==> config.mk <==
export PLATFORM = sky130hd
export DESIGN_NAME = analog_select_bit_port
export DESIGN_NICKNAME = d
export VERILOG_FILES = /design/src/hw/analog_select_bit_pkg.sv /design/src/hw/analog_select_bit_port.sv
export SDC_FILE = /design/constraint.sdc
export NUM_CORES = 1
export LEC_CHECK = 0
export BUFFER_PORTS_ARGS = -buffer_cell sky130_fd_sc_hd__buf_2
export CORE_MARGIN = 2
export CORE_UTILIZATION = 46
export CTS_BUF_LIST = sky130_fd_sc_hd__clkbuf_4
export CTS_CLUSTER_DIAMETER = 40
export CTS_CLUSTER_SIZE = 12
export DETAILED_ROUTE_END_ITERATION = 8
export GPL_TIMING_DRIVEN = 1
export PLACE_DENSITY = 0.78
export SKIP_LAST_GASP = 1
export SYNTH_ARGS = -nofsm -noshare
export SYNTH_HDL_FRONTEND = slang
export SYNTH_SLANG_ARGS = --single-unit
==> constraint.sdc <==
create_clock -name clk -period 2.6 [get_ports clk]
set_clock_uncertainty 0.15 [all_clocks]
set_input_delay 0.52 -clock clk [delete_from_list [all_inputs] [get_ports clk]]
set_output_delay 0.52 -clock clk [all_outputs]
set_load 0.05 [all_outputs]
==> src/hw/analog_select_bit_pkg.sv <==
package analog_select_bit_pkg;

  // Pin count of one port and number of change notification inputs.
  localparam int ANALOG_SELECT_BIT_PORT_WIDTH = 16;
  localparam int ANALOG_SELECT_BIT_CN_COUNT = 24;
  localparam int ANALOG_SELECT_BIT_CN_LO_WIDTH = 16;
  localparam int ANALOG_SELECT_BIT_CN_HI_WIDTH = ANALOG_SELECT_BIT_CN_COUNT - ANALOG_SELECT_BIT_CN_LO_WIDTH;

  // Values after reset.
  localparam logic [15:0] ANALOG_SELECT_BIT_DIR_RESET = 16'hffff;
  localparam logic [15:0] ANALOG_SELECT_BIT_LATCH_RESET = 16'h0000;
  localparam logic [15:0] ANALOG_SELECT_BIT_OD_RESET = 16'h0000;
  localparam logic [15:0] ANALOG_SELECT_BIT_ANA_RESET = 16'h0000;
  localparam logic [15:0] ANALOG_SELECT_BIT_CN_EN_RESET = 16'h0000;
  localparam logic [15:0] ANALOG_SELECT_BIT_PU_EN_RESET = 16'h0000;

  // Cycles a read waits after an output latch write or direction change to the same port.
  localparam int ANALOG_SELECT_BIT_READ_SETTLE_CYCLES = 1;

endpackage

==> src/hw/analog_select_bit_port.sv <==
`timescale 1ns/1ps
// Summary of operation
// - Per-pin open-drain select: set gives open-drain, clear gives push-pull drive.
// - Clearing a pin's analog select bit makes it analog; it stays digital only when set in both configs.
// - Analog select bits reset cleared, so analog-capable pins start analog.
// - A pin is analog when its bit is cleared in either converter's config.
// - Port reads return zero for every pin configured as analog input.
// - A port read needs one cycle after an output latch write or direction change.
// - Any enabled input changing in either direction raises the change request.
// - Change detection works in sleep only while clk keeps running; sleep_mode is not used.
// - Up to 24 change inputs, numbered from zero.
// - Each change input has its own enable bit across two enable words.
// - Each change pin has a weak pull-up enabled by its own bit.

module analog_select_bit_port #(
  parameter int PORT_WIDTH = analog_select_bit_pkg::ANALOG_SELECT_BIT_PORT_WIDTH,
  parameter int CN_COUNT = analog_select_bit_pkg::ANALOG_SELECT_BIT_CN_COUNT
) (
  // Clock and reset.
  input wire logic clk,
  input wire logic reset_n,
  // Register writes from the processor, one strobe per register.
  input wire logic [PORT_WIDTH-1:0] wr_data,
  input wire logic wr_direction_select,
  input wire logic wr_output_latch,
  input wire logic wr_open_drain_select,
  input wire logic wr_analog_pin_config_low,
  input wire logic wr_analog_pin_config_low2,
  input wire logic [CN_COUNT-1:0] wr_change_irq_enable,
  input wire logic wr_change_irq_enable_lo,
  input wire logic wr_change_irq_enable_hi,
  input wire logic wr_weak_pullup_enable_lo,
  input wire logic wr_weak_pullup_enable_hi,
  // Port read request.
  input wire logic rd_port,
  // Sleep mode indication.
  input wire logic sleep_mode,
  // Pins and change notification inputs.
  input wire logic [PORT_WIDTH-1:0] pin_in,
  input wire logic [CN_COUNT-1:0] change_notify_input,
  // Pin drive.
  output logic [PORT_WIDTH-1:0] pin_out,
  output logic [PORT_WIDTH-1:0] pin_oe_n,
  output logic [PORT_WIDTH-1:0] analog_mode,
  output logic [CN_COUNT-1:0] weak_pullup_on,
  // Read data and status.
  output logic [PORT_WIDTH-1:0] rd_data,
  output logic rd_valid,
  output logic change_irq,
  // Register read-back.
  output logic [PORT_WIDTH-1:0] direction_select,
  output logic [PORT_WIDTH-1:0] output_latch,
  output logic [PORT_WIDTH-1:0] open_drain_select,
  output logic [CN_COUNT-1:0] change_irq_enable_bit
);

  initial
  begin
    if (PORT_WIDTH < 1 || PORT_WIDTH > 16 || CN_COUNT < 1 || CN_COUNT > 24)
      $error("analog_select_bit_port: unsupported width");
  end

  //////////////////////////////////////////////////////////////////////////////
  logic [PORT_WIDTH-1:0] analog_pin_config_low_ff;
  logic [PORT_WIDTH-1:0] analog_pin_config_low2_ff;
  logic [CN_COUNT-1:0] weak_pullup_enable_bit_ff;
  logic [CN_COUNT-1:0] cn_sync1_ff;
  logic [CN_COUNT-1:0] cn_sync2_ff;
  logic [CN_COUNT-1:0] cn_prev_ff;
  logic [PORT_WIDTH-1:0] pin_sync1_ff;
  logic [PORT_WIDTH-1:0] pin_sync2_ff;
  logic settle_ff;
  logic [PORT_WIDTH-1:0] nxt_analog;
  logic [CN_COUNT-1:0] nxt_change;
  logic [CN_COUNT-1:0] pu_mask_lo;
  logic [CN_COUNT-1:0] pu_mask_hi;

  // Low sixteen and high remaining bits of the split change words.
  assign pu_mask_lo = CN_COUNT'((1 << ((CN_COUNT < 16) ? CN_COUNT : 16)) - 1);
  assign pu_mask_hi = ~pu_mask_lo;

  // Direction, latch and open-drain configuration words.
  always_ff @(posedge clk or negedge reset_n)
  begin
    if (!reset_n)
    begin
      direction_select <= PORT_WIDTH'(analog_select_bit_pkg::ANALOG_SELECT_BIT_DIR_RESET);
      output_latch <= PORT_WIDTH'(analog_select_bit_pkg::ANALOG_SELECT_BIT_LATCH_RESET);
      open_drain_select <= PORT_WIDTH'(analog_select_bit_pkg::ANALOG_SELECT_BIT_OD_RESET);
    end
    else
    begin
      if (wr_direction_select)
        direction_select <= wr_data;
      if (wr_output_latch)
        output_latch <= wr_data;
      if (wr_open_drain_select)
        open_drain_select <= wr_data;
    end
  end

  // Analog configuration words of both converters.
  always_ff @(posedge clk or negedge reset_n)
  begin
    if (!reset_n)
    begin
      analog_pin_config_low_ff <= PORT_WIDTH'(analog_select_bit_pkg::ANALOG_SELECT_BIT_ANA_RESET);
      analog_pin_config_low2_ff <= PORT_WIDTH'(analog_select_bit_pkg::ANALOG_SELECT_BIT_ANA_RESET);
    end
    else
    begin
      if (wr_analog_pin_config_low)
        analog_pin_config_low_ff <= wr_data;
      if (wr_analog_pin_config_low2)
        analog_pin_config_low2_ff <= wr_data;
    end
  end

  always_comb
  begin
    nxt_analog = ~analog_pin_config_low_ff | ~analog_pin_config_low2_ff;
  end

  //////////////////////////////////////////////////////////////////////////////
  // Pin drive. Open-drain pins only pull low; a high latch releases the pin.
  always_ff @(posedge clk or negedge reset_n)
  begin
    if (!reset_n)
    begin
      pin_out <= '0;
      pin_oe_n <= '1;
      analog_mode <= '1;
    end
    else
    begin
      pin_out <= output_latch & ~open_drain_select;
      pin_oe_n <= direction_select | (open_drain_select & output_latch);
      analog_mode <= nxt_analog;
    end
  end

  // Pin input synchronisers.
  always_ff @(posedge clk or negedge reset_n)
  begin
    if (!reset_n)
    begin
      pin_sync1_ff <= '0;
      pin_sync2_ff <= '0;
    end
    else
    begin
      pin_sync1_ff <= pin_in;
      pin_sync2_ff <= pin_sync1_ff;
    end
  end

  // Read path. A read right after a latch or direction write still answers but is flagged invalid.
  always_ff @(posedge clk or negedge reset_n)
  begin
    if (!reset_n)
    begin
      settle_ff <= 1'b0;
      rd_data <= '0;
      rd_valid <= 1'b0;
    end
    else
    begin
      settle_ff <= wr_direction_select | wr_output_latch;
      rd_valid <= 1'b0;
      if (rd_port)
      begin
        rd_data <= pin_sync2_ff & ~nxt_analog;
        rd_valid <= ~settle_ff & ~wr_direction_select & ~wr_output_latch;
      end
    end
  end

  //////////////////////////////////////////////////////////////////////////////
  // Change enable and pull-up words, each split into low sixteen and high remaining bits.
  always_ff @(posedge clk or negedge reset_n)
  begin
    if (!reset_n)
    begin
      change_irq_enable_bit <= CN_COUNT'(analog_select_bit_pkg::ANALOG_SELECT_BIT_CN_EN_RESET);
      weak_pullup_enable_bit_ff <= CN_COUNT'(analog_select_bit_pkg::ANALOG_SELECT_BIT_PU_EN_RESET);
    end
    else
    begin
      if (wr_change_irq_enable_lo)
        change_irq_enable_bit <= (change_irq_enable_bit & pu_mask_hi) | (wr_change_irq_enable & pu_mask_lo);
      else if (wr_change_irq_enable_hi)
        change_irq_enable_bit <= (change_irq_enable_bit & pu_mask_lo) | (wr_change_irq_enable & pu_mask_hi);
      if (wr_weak_pullup_enable_lo)
        weak_pullup_enable_bit_ff <= (weak_pullup_enable_bit_ff & pu_mask_hi) | (wr_change_irq_enable & pu_mask_lo);
      else if (wr_weak_pullup_enable_hi)
        weak_pullup_enable_bit_ff <= (weak_pullup_enable_bit_ff & pu_mask_lo) | (wr_change_irq_enable & pu_mask_hi);
    end
  end

  // Pull-up drive. Software keeps it off on pins driven as outputs.
  always_ff @(posedge clk or negedge reset_n)
  begin
    if (!reset_n)
      weak_pullup_on <= '0;
    else
      weak_pullup_on <= weak_pullup_enable_bit_ff;
  end

  // Twenty-four change inputs
  // Change inputs are synchronised; the second stage feeds the comparison.
  always_ff @(posedge clk or negedge reset_n)
  begin
    if (!reset_n)
    begin
      cn_sync1_ff <= '0;
      cn_sync2_ff <= '0;
      cn_prev_ff <= '0;
    end
    else
    begin
      cn_sync1_ff <= change_notify_input;
      cn_sync2_ff <= cn_sync1_ff;
      cn_prev_ff <= cn_sync2_ff;
    end
  end

  always_comb
  begin
    nxt_change = (cn_sync2_ff ^ cn_prev_ff) & change_irq_enable_bit;
  end

  // Sleep only gates the core clock; this block is fed a clock kept alive in sleep.
  always_ff @(posedge clk or negedge reset_n)
  begin
    if (!reset_n)
      change_irq <= 1'b0;
    else
      change_irq <= |nxt_change;
  end

endmodule

### After elaboration in Yosys (flattened, before gate mapping)

Index checks and enable logic that the tools add are counted.
Widths: inputs -> output; s select.

* register bits: 323
* output and inout port bits: 162
* latch bits: 0
* memory bits (read-only): 0
* word-level logic and storage cells: 49
* bits in writable memories: 0
* memories kept: 0

* shift operators: 0
* divide/modulo/power cells: 0
* $mul: 0
* reduce and logical (&&, ||, !) cells: 3
* eq/ne operators: 0
* add/subtract/negate cells: 0
* bitwise logic cells: 21
* muxes and demuxes: 5
* order comparisons: 0

Operators by type and width (number)
* $mux 24: 4
* $not 16->16: 4
* $and 16x16->16: 3
* $or 16x24->24: 2
* $or 24x16->24: 2
* $or 16x16->16: 2
* $and 24x24->24: 1
* $reduce_or 24->1: 1
* $xor 24x24->24: 1
* $reduce_bool 2->1: 2
* $not 1->1: 3
* $and 1x1->1: 2
* $mux 1: 1
* $or 1x1->1: 1

### Logic depth before layout (Yosys ltp)

* depth in word-level cells: 4
* depth in mapped cells: 4

### Worst setup path after synthesis

OpenSTA, ideal clock, no wires.

* path kind: input to register
* from: in wr_change_irq_enable_lo
* to: reg change_irq_enable_bit[16]
* data arrival time: 1.285 ns
* path buffers: 2
* library setup time: 0.125 ns
* cell stages on the path: 4
* slack: 1.040 ns
* data required time: 2.325 ns
* cell sequence: buf_2 > nand2b_1 > buf_2 > mux2_2

* cells in the longest elaborated chain, start to end: 1

RTL lines
* start, declared: RTL line analog_select_bit_port.sv:30 `input wire logic wr_change_irq_enable_lo,`
* $mux 24 or $reduce_bool 2->1 (tied branches)
* end signal, assigned: RTL line analog_select_bit_port.sv:184 `change_irq_enable_bit <= CN_COUNT'(analog_select_bit_pkg::ANALOG_SELECT_BIT_CN_EN_RESET);`
* end signal, assigned: RTL line analog_select_bit_port.sv:190 `change_irq_enable_bit <= (change_irq_enable_bit & pu_mask_hi) | (wr_change_irq_enable & pu_mask_lo);`
* end signal, assigned: RTL line analog_select_bit_port.sv:192 `change_irq_enable_bit <= (change_irq_enable_bit & pu_mask_lo) | (wr_change_irq_enable & pu_mask_hi);`
* end, declared: RTL line analog_select_bit_port.sv:54 `output logic [CN_COUNT-1:0] change_irq_enable_bit`

Parallel ways exist; a longest one is shown, timed or not.
A chain may end at the register's enable or synchronous reset.

### Final worst setup path

* from: reg direction_select[10]
* to: out direction_select[10]

RTL lines
* start, declared: RTL line analog_select_bit_port.sv:51 `output logic [PORT_WIDTH-1:0] direction_select,`
* start signal, assigned: RTL line analog_select_bit_port.sv:87 `direction_select <= PORT_WIDTH'(analog_select_bit_pkg::ANALOG_SELECT_BIT_DIR_RESET);`
* start signal, assigned: RTL line analog_select_bit_port.sv:94 `direction_select <= wr_data;`

No word-level cell between the ends.

==> summary.txt <==
Status
  – Outcome: finished, final reports clean

STA
  – Unrepaired setup endpoints after global routing: no
  – Slew HR: 0.579
  – Worst-Margin Slew: 632 ps
  – Fin crit share: 0.834
  – Fmax: 461 MHz
  – Final Setup Violations: 0
  – Post-route minimum period: 2170 ps
  – Slew Viols, Final: 0
  – Hold Fails Final Rpt: 0
  – Final worst slack: 430 ps
  – Setup TNS: 0 ps

Clocking
  – H-Tree Level Count: 2
  – Postcts setup bufs: 0
  – CTS resizes: 0
  – CTS Buf Count: 42
  – CTS root buf: clkbuf_4
  – CTS tree: done
  – Clock-pin slew on the worst setup and hold paths: about 130 ps
  – CTS hold repair buffers: 81
  – Max clock buf depth: 3
  – Clock Sinks: 323
  – Worst skew pair latency: between 600 and 700 ps

Floorplanning
  – Num ports: 255
  – Core Region: between 0.02 and 0.025 mm2
  – Die Ht: 155 um
  – Site Rows: 55
  – Die Width: 155 um
  – Starting Density: 0.467
  – Die footprint: between 0.02 and 0.025 mm2

GRT
  – Global-route wire length before repair: 35.9 mm
  – Grt total ovfl: 0
  – Initial antenna violation count: 1
  – Vias in the first global route: 6,782
  – Global Route Usage Sum: 0.191
  – Pin count of the biggest net entering global routing: 65

Setup path
  – Critical path peak fanout: 3
  – Slowest CP cell: dfstp_2
  – Critical path, cell by cell: buf_2
  – Crit path max-delay family: flip-flops
  – Biggest cell delay along the critical path: 570 ps
  – Setup slack, reg-to-reg: 940 ps
  – Setup CP Type: flip-flop to output pin
  – WP buf/inv: 1
  – Critical path launch point type: flip-flop
  – CP endpoint kind: output pin
  – Critical Path AT: 1500 ps
  – WP data required: 1930 ps

Route
  – Per-cell routed wire length: 17.4 um
  – Total vias in the final route: 6,237
  – # DRC: 0
  – Vias/cell: 4.81
  – Routed Antenna Nets: 0
  – Routed WL: 22.5 mm
  – Router iterations before antenna repair: 4
  – DRC marker count from the first detailed-route iteration: roughly 240

Yosys
  – Post-synthesis area per instance: 17.2 um2
  – Register bit total from synthesis: 323
  – Yosys cell types: 17
  – Synthesized Nets: 704
  – Ys Warns: 0
  – Mapped Cells: 611
  – Post-Syn Area: between 0.01 and 0.015 mm2
  – Seq/Total Area, Yosys: 0.773

Layout
  – Final core utilization: 0.607
  – Final net count: 1,071
  – Layout overhead on the synthesized area: 30.2%
  – Finished Cell Area: 0.0137 mm2
  – Non-Filler Instances: 1,296
  – Fillers: 1,684
  – Share of cells above drive strength 1: 0.507

Power and ir drop
  – PwrDens: 815 mW/mm2
  – Pleak: approximately 0.0064 uW
  – Worst VDD drop: between 600 and 700 uV

Place
  – Pre-CTS WS: 845 ps
  – PortBufs: 253
  – Inst Count DP: about 1,100
  – Placement Cell Area: 0.0122 mm2
  – Post-DP HPWL: 14.2 mm
  – Routability Congestion: around 0.76

Flow run
  – Max-cap violations: 0

Min path
  – Worst Hold Class: flip-flop to flip-flop
## layout make-up
type / instances / area [um2] / area share
diodes: 1 / 2.50 / 0.000183
clock buffers: 52 / 390 / 0.0285
clock inverters: 24 / 318 / 0.0232
inverters: 16 / 60.1 / 0.00438
multi-input cells: 252 / 2230 / 0.163
flip-flops and latches: 323 / 8140 / 0.594
well taps: 285 / 357 / 0.0260
repair buffers: 343 / 2200 / 0.161
## metal layers
metal,GRT usage,routed length (um),vias up
met3,0.0660,1890,45
met1,0.233,9120,3123
met5,0,0,-
li1,-,-,2822
met2,0.320,11000,247
met4,0.0629,480,0
## final timing paths
kind	startpoint	to	cells after the start
worst max register to register	cn_sync2_ff[18]	change_irq	4
worst min-delay path	cn_sync1_ff[3]	cn_sync2_ff[3]	0
min in group asynchronous	reset_n	change_irq_enable_bit[8]	2
max in group asynchronous	reset_n	direction_select[8]	3
worst min register to register	cn_sync1_ff[3]	cn_sync2_ff[3]	0
worst max-delay path	direction_select[10]	direction_select[10]	1
## cell usage in the layout, fill, tap and decap left out, drive strengths merged
cell         instances
a21o                16
a22oi               12
buf                262
bufinv               6
clkbuf              52
clkinv               9
clkinvlp             5
dfrtp              275
dfstp               48
diode                1
dlygate4sd3         81
inv                 20
mux2               128
nand2               32
nand2b               2
nand4                3
nor2b               16
nor3b                1
o22ai               16
or2                  1
or3                  1
xor2                24
## logic make-up after synthesis
kind of cell	count (synthesis)	share of synthesized area
mux	128	0.137
simple gates	56	0.0258
compound gates	44	0.0295
buf+inv	36	0.0147
flops	323	0.773
xor+xnor	24	0.0200
## synthesized netlist by cell type
cell / instances / area share
a21o_1: 16 / 0.011
a22oi_1: 12 / 0.0086
buf_2: 16 / 0.0076
clkbuf_1: 4 / 0.0014
dfrtp_1: 275 / 0.65
dfstp_2: 48 / 0.12
inv_1: 16 / 0.0057
mux2_2: 128 / 0.14
nand2_1: 32 / 0.011
nand2b_1: 2 / 0.0012
nand4_1: 3 / 0.0018
nor2b_1: 16 / 0.0095
nor3b_1: 1 / 0.00071
o22ai_1: 16 / 0.0095
or2_2: 1 / 0.00059
or3_1: 1 / 0.00059
xor2_1: 24 / 0.020
## metrics by stage
stage                     hold slack [ps]  power (uW)
after floorplan                      74.4        7140
after global placement                182        7710
after detailed placement              185        7750
after CTS                             194       11300
after global routing                  205       11700
final                                 192       11200
## worst register-to-register path, stage by stage, from the launching register on
cell	delay, ps
dfrtp_1	410
xor2_1	140
a22oi_1	260
nand4_1	220
or3_1	380
## registers in the layout, summed over array words and instances (netlist names), 24 cells and up
register / count
change_irq_enable_bit: 24
cn_prev_ff: 24
cn_sync1_ff: 24
cn_sync2_ff: 24
weak_pullup_enable_bit_ff: 24
weak_pullup_on: 24
## power breakdown
part	internal, uW	leakage [uW]	switching [uW]
Combinational	589	0.00231	1420
Sequential	5510	0.00376	230
Clock	1630	0.000375	1800
Total	7730	0.00644	3450
No activity file was read; power rests on OpenSTA's default activity.
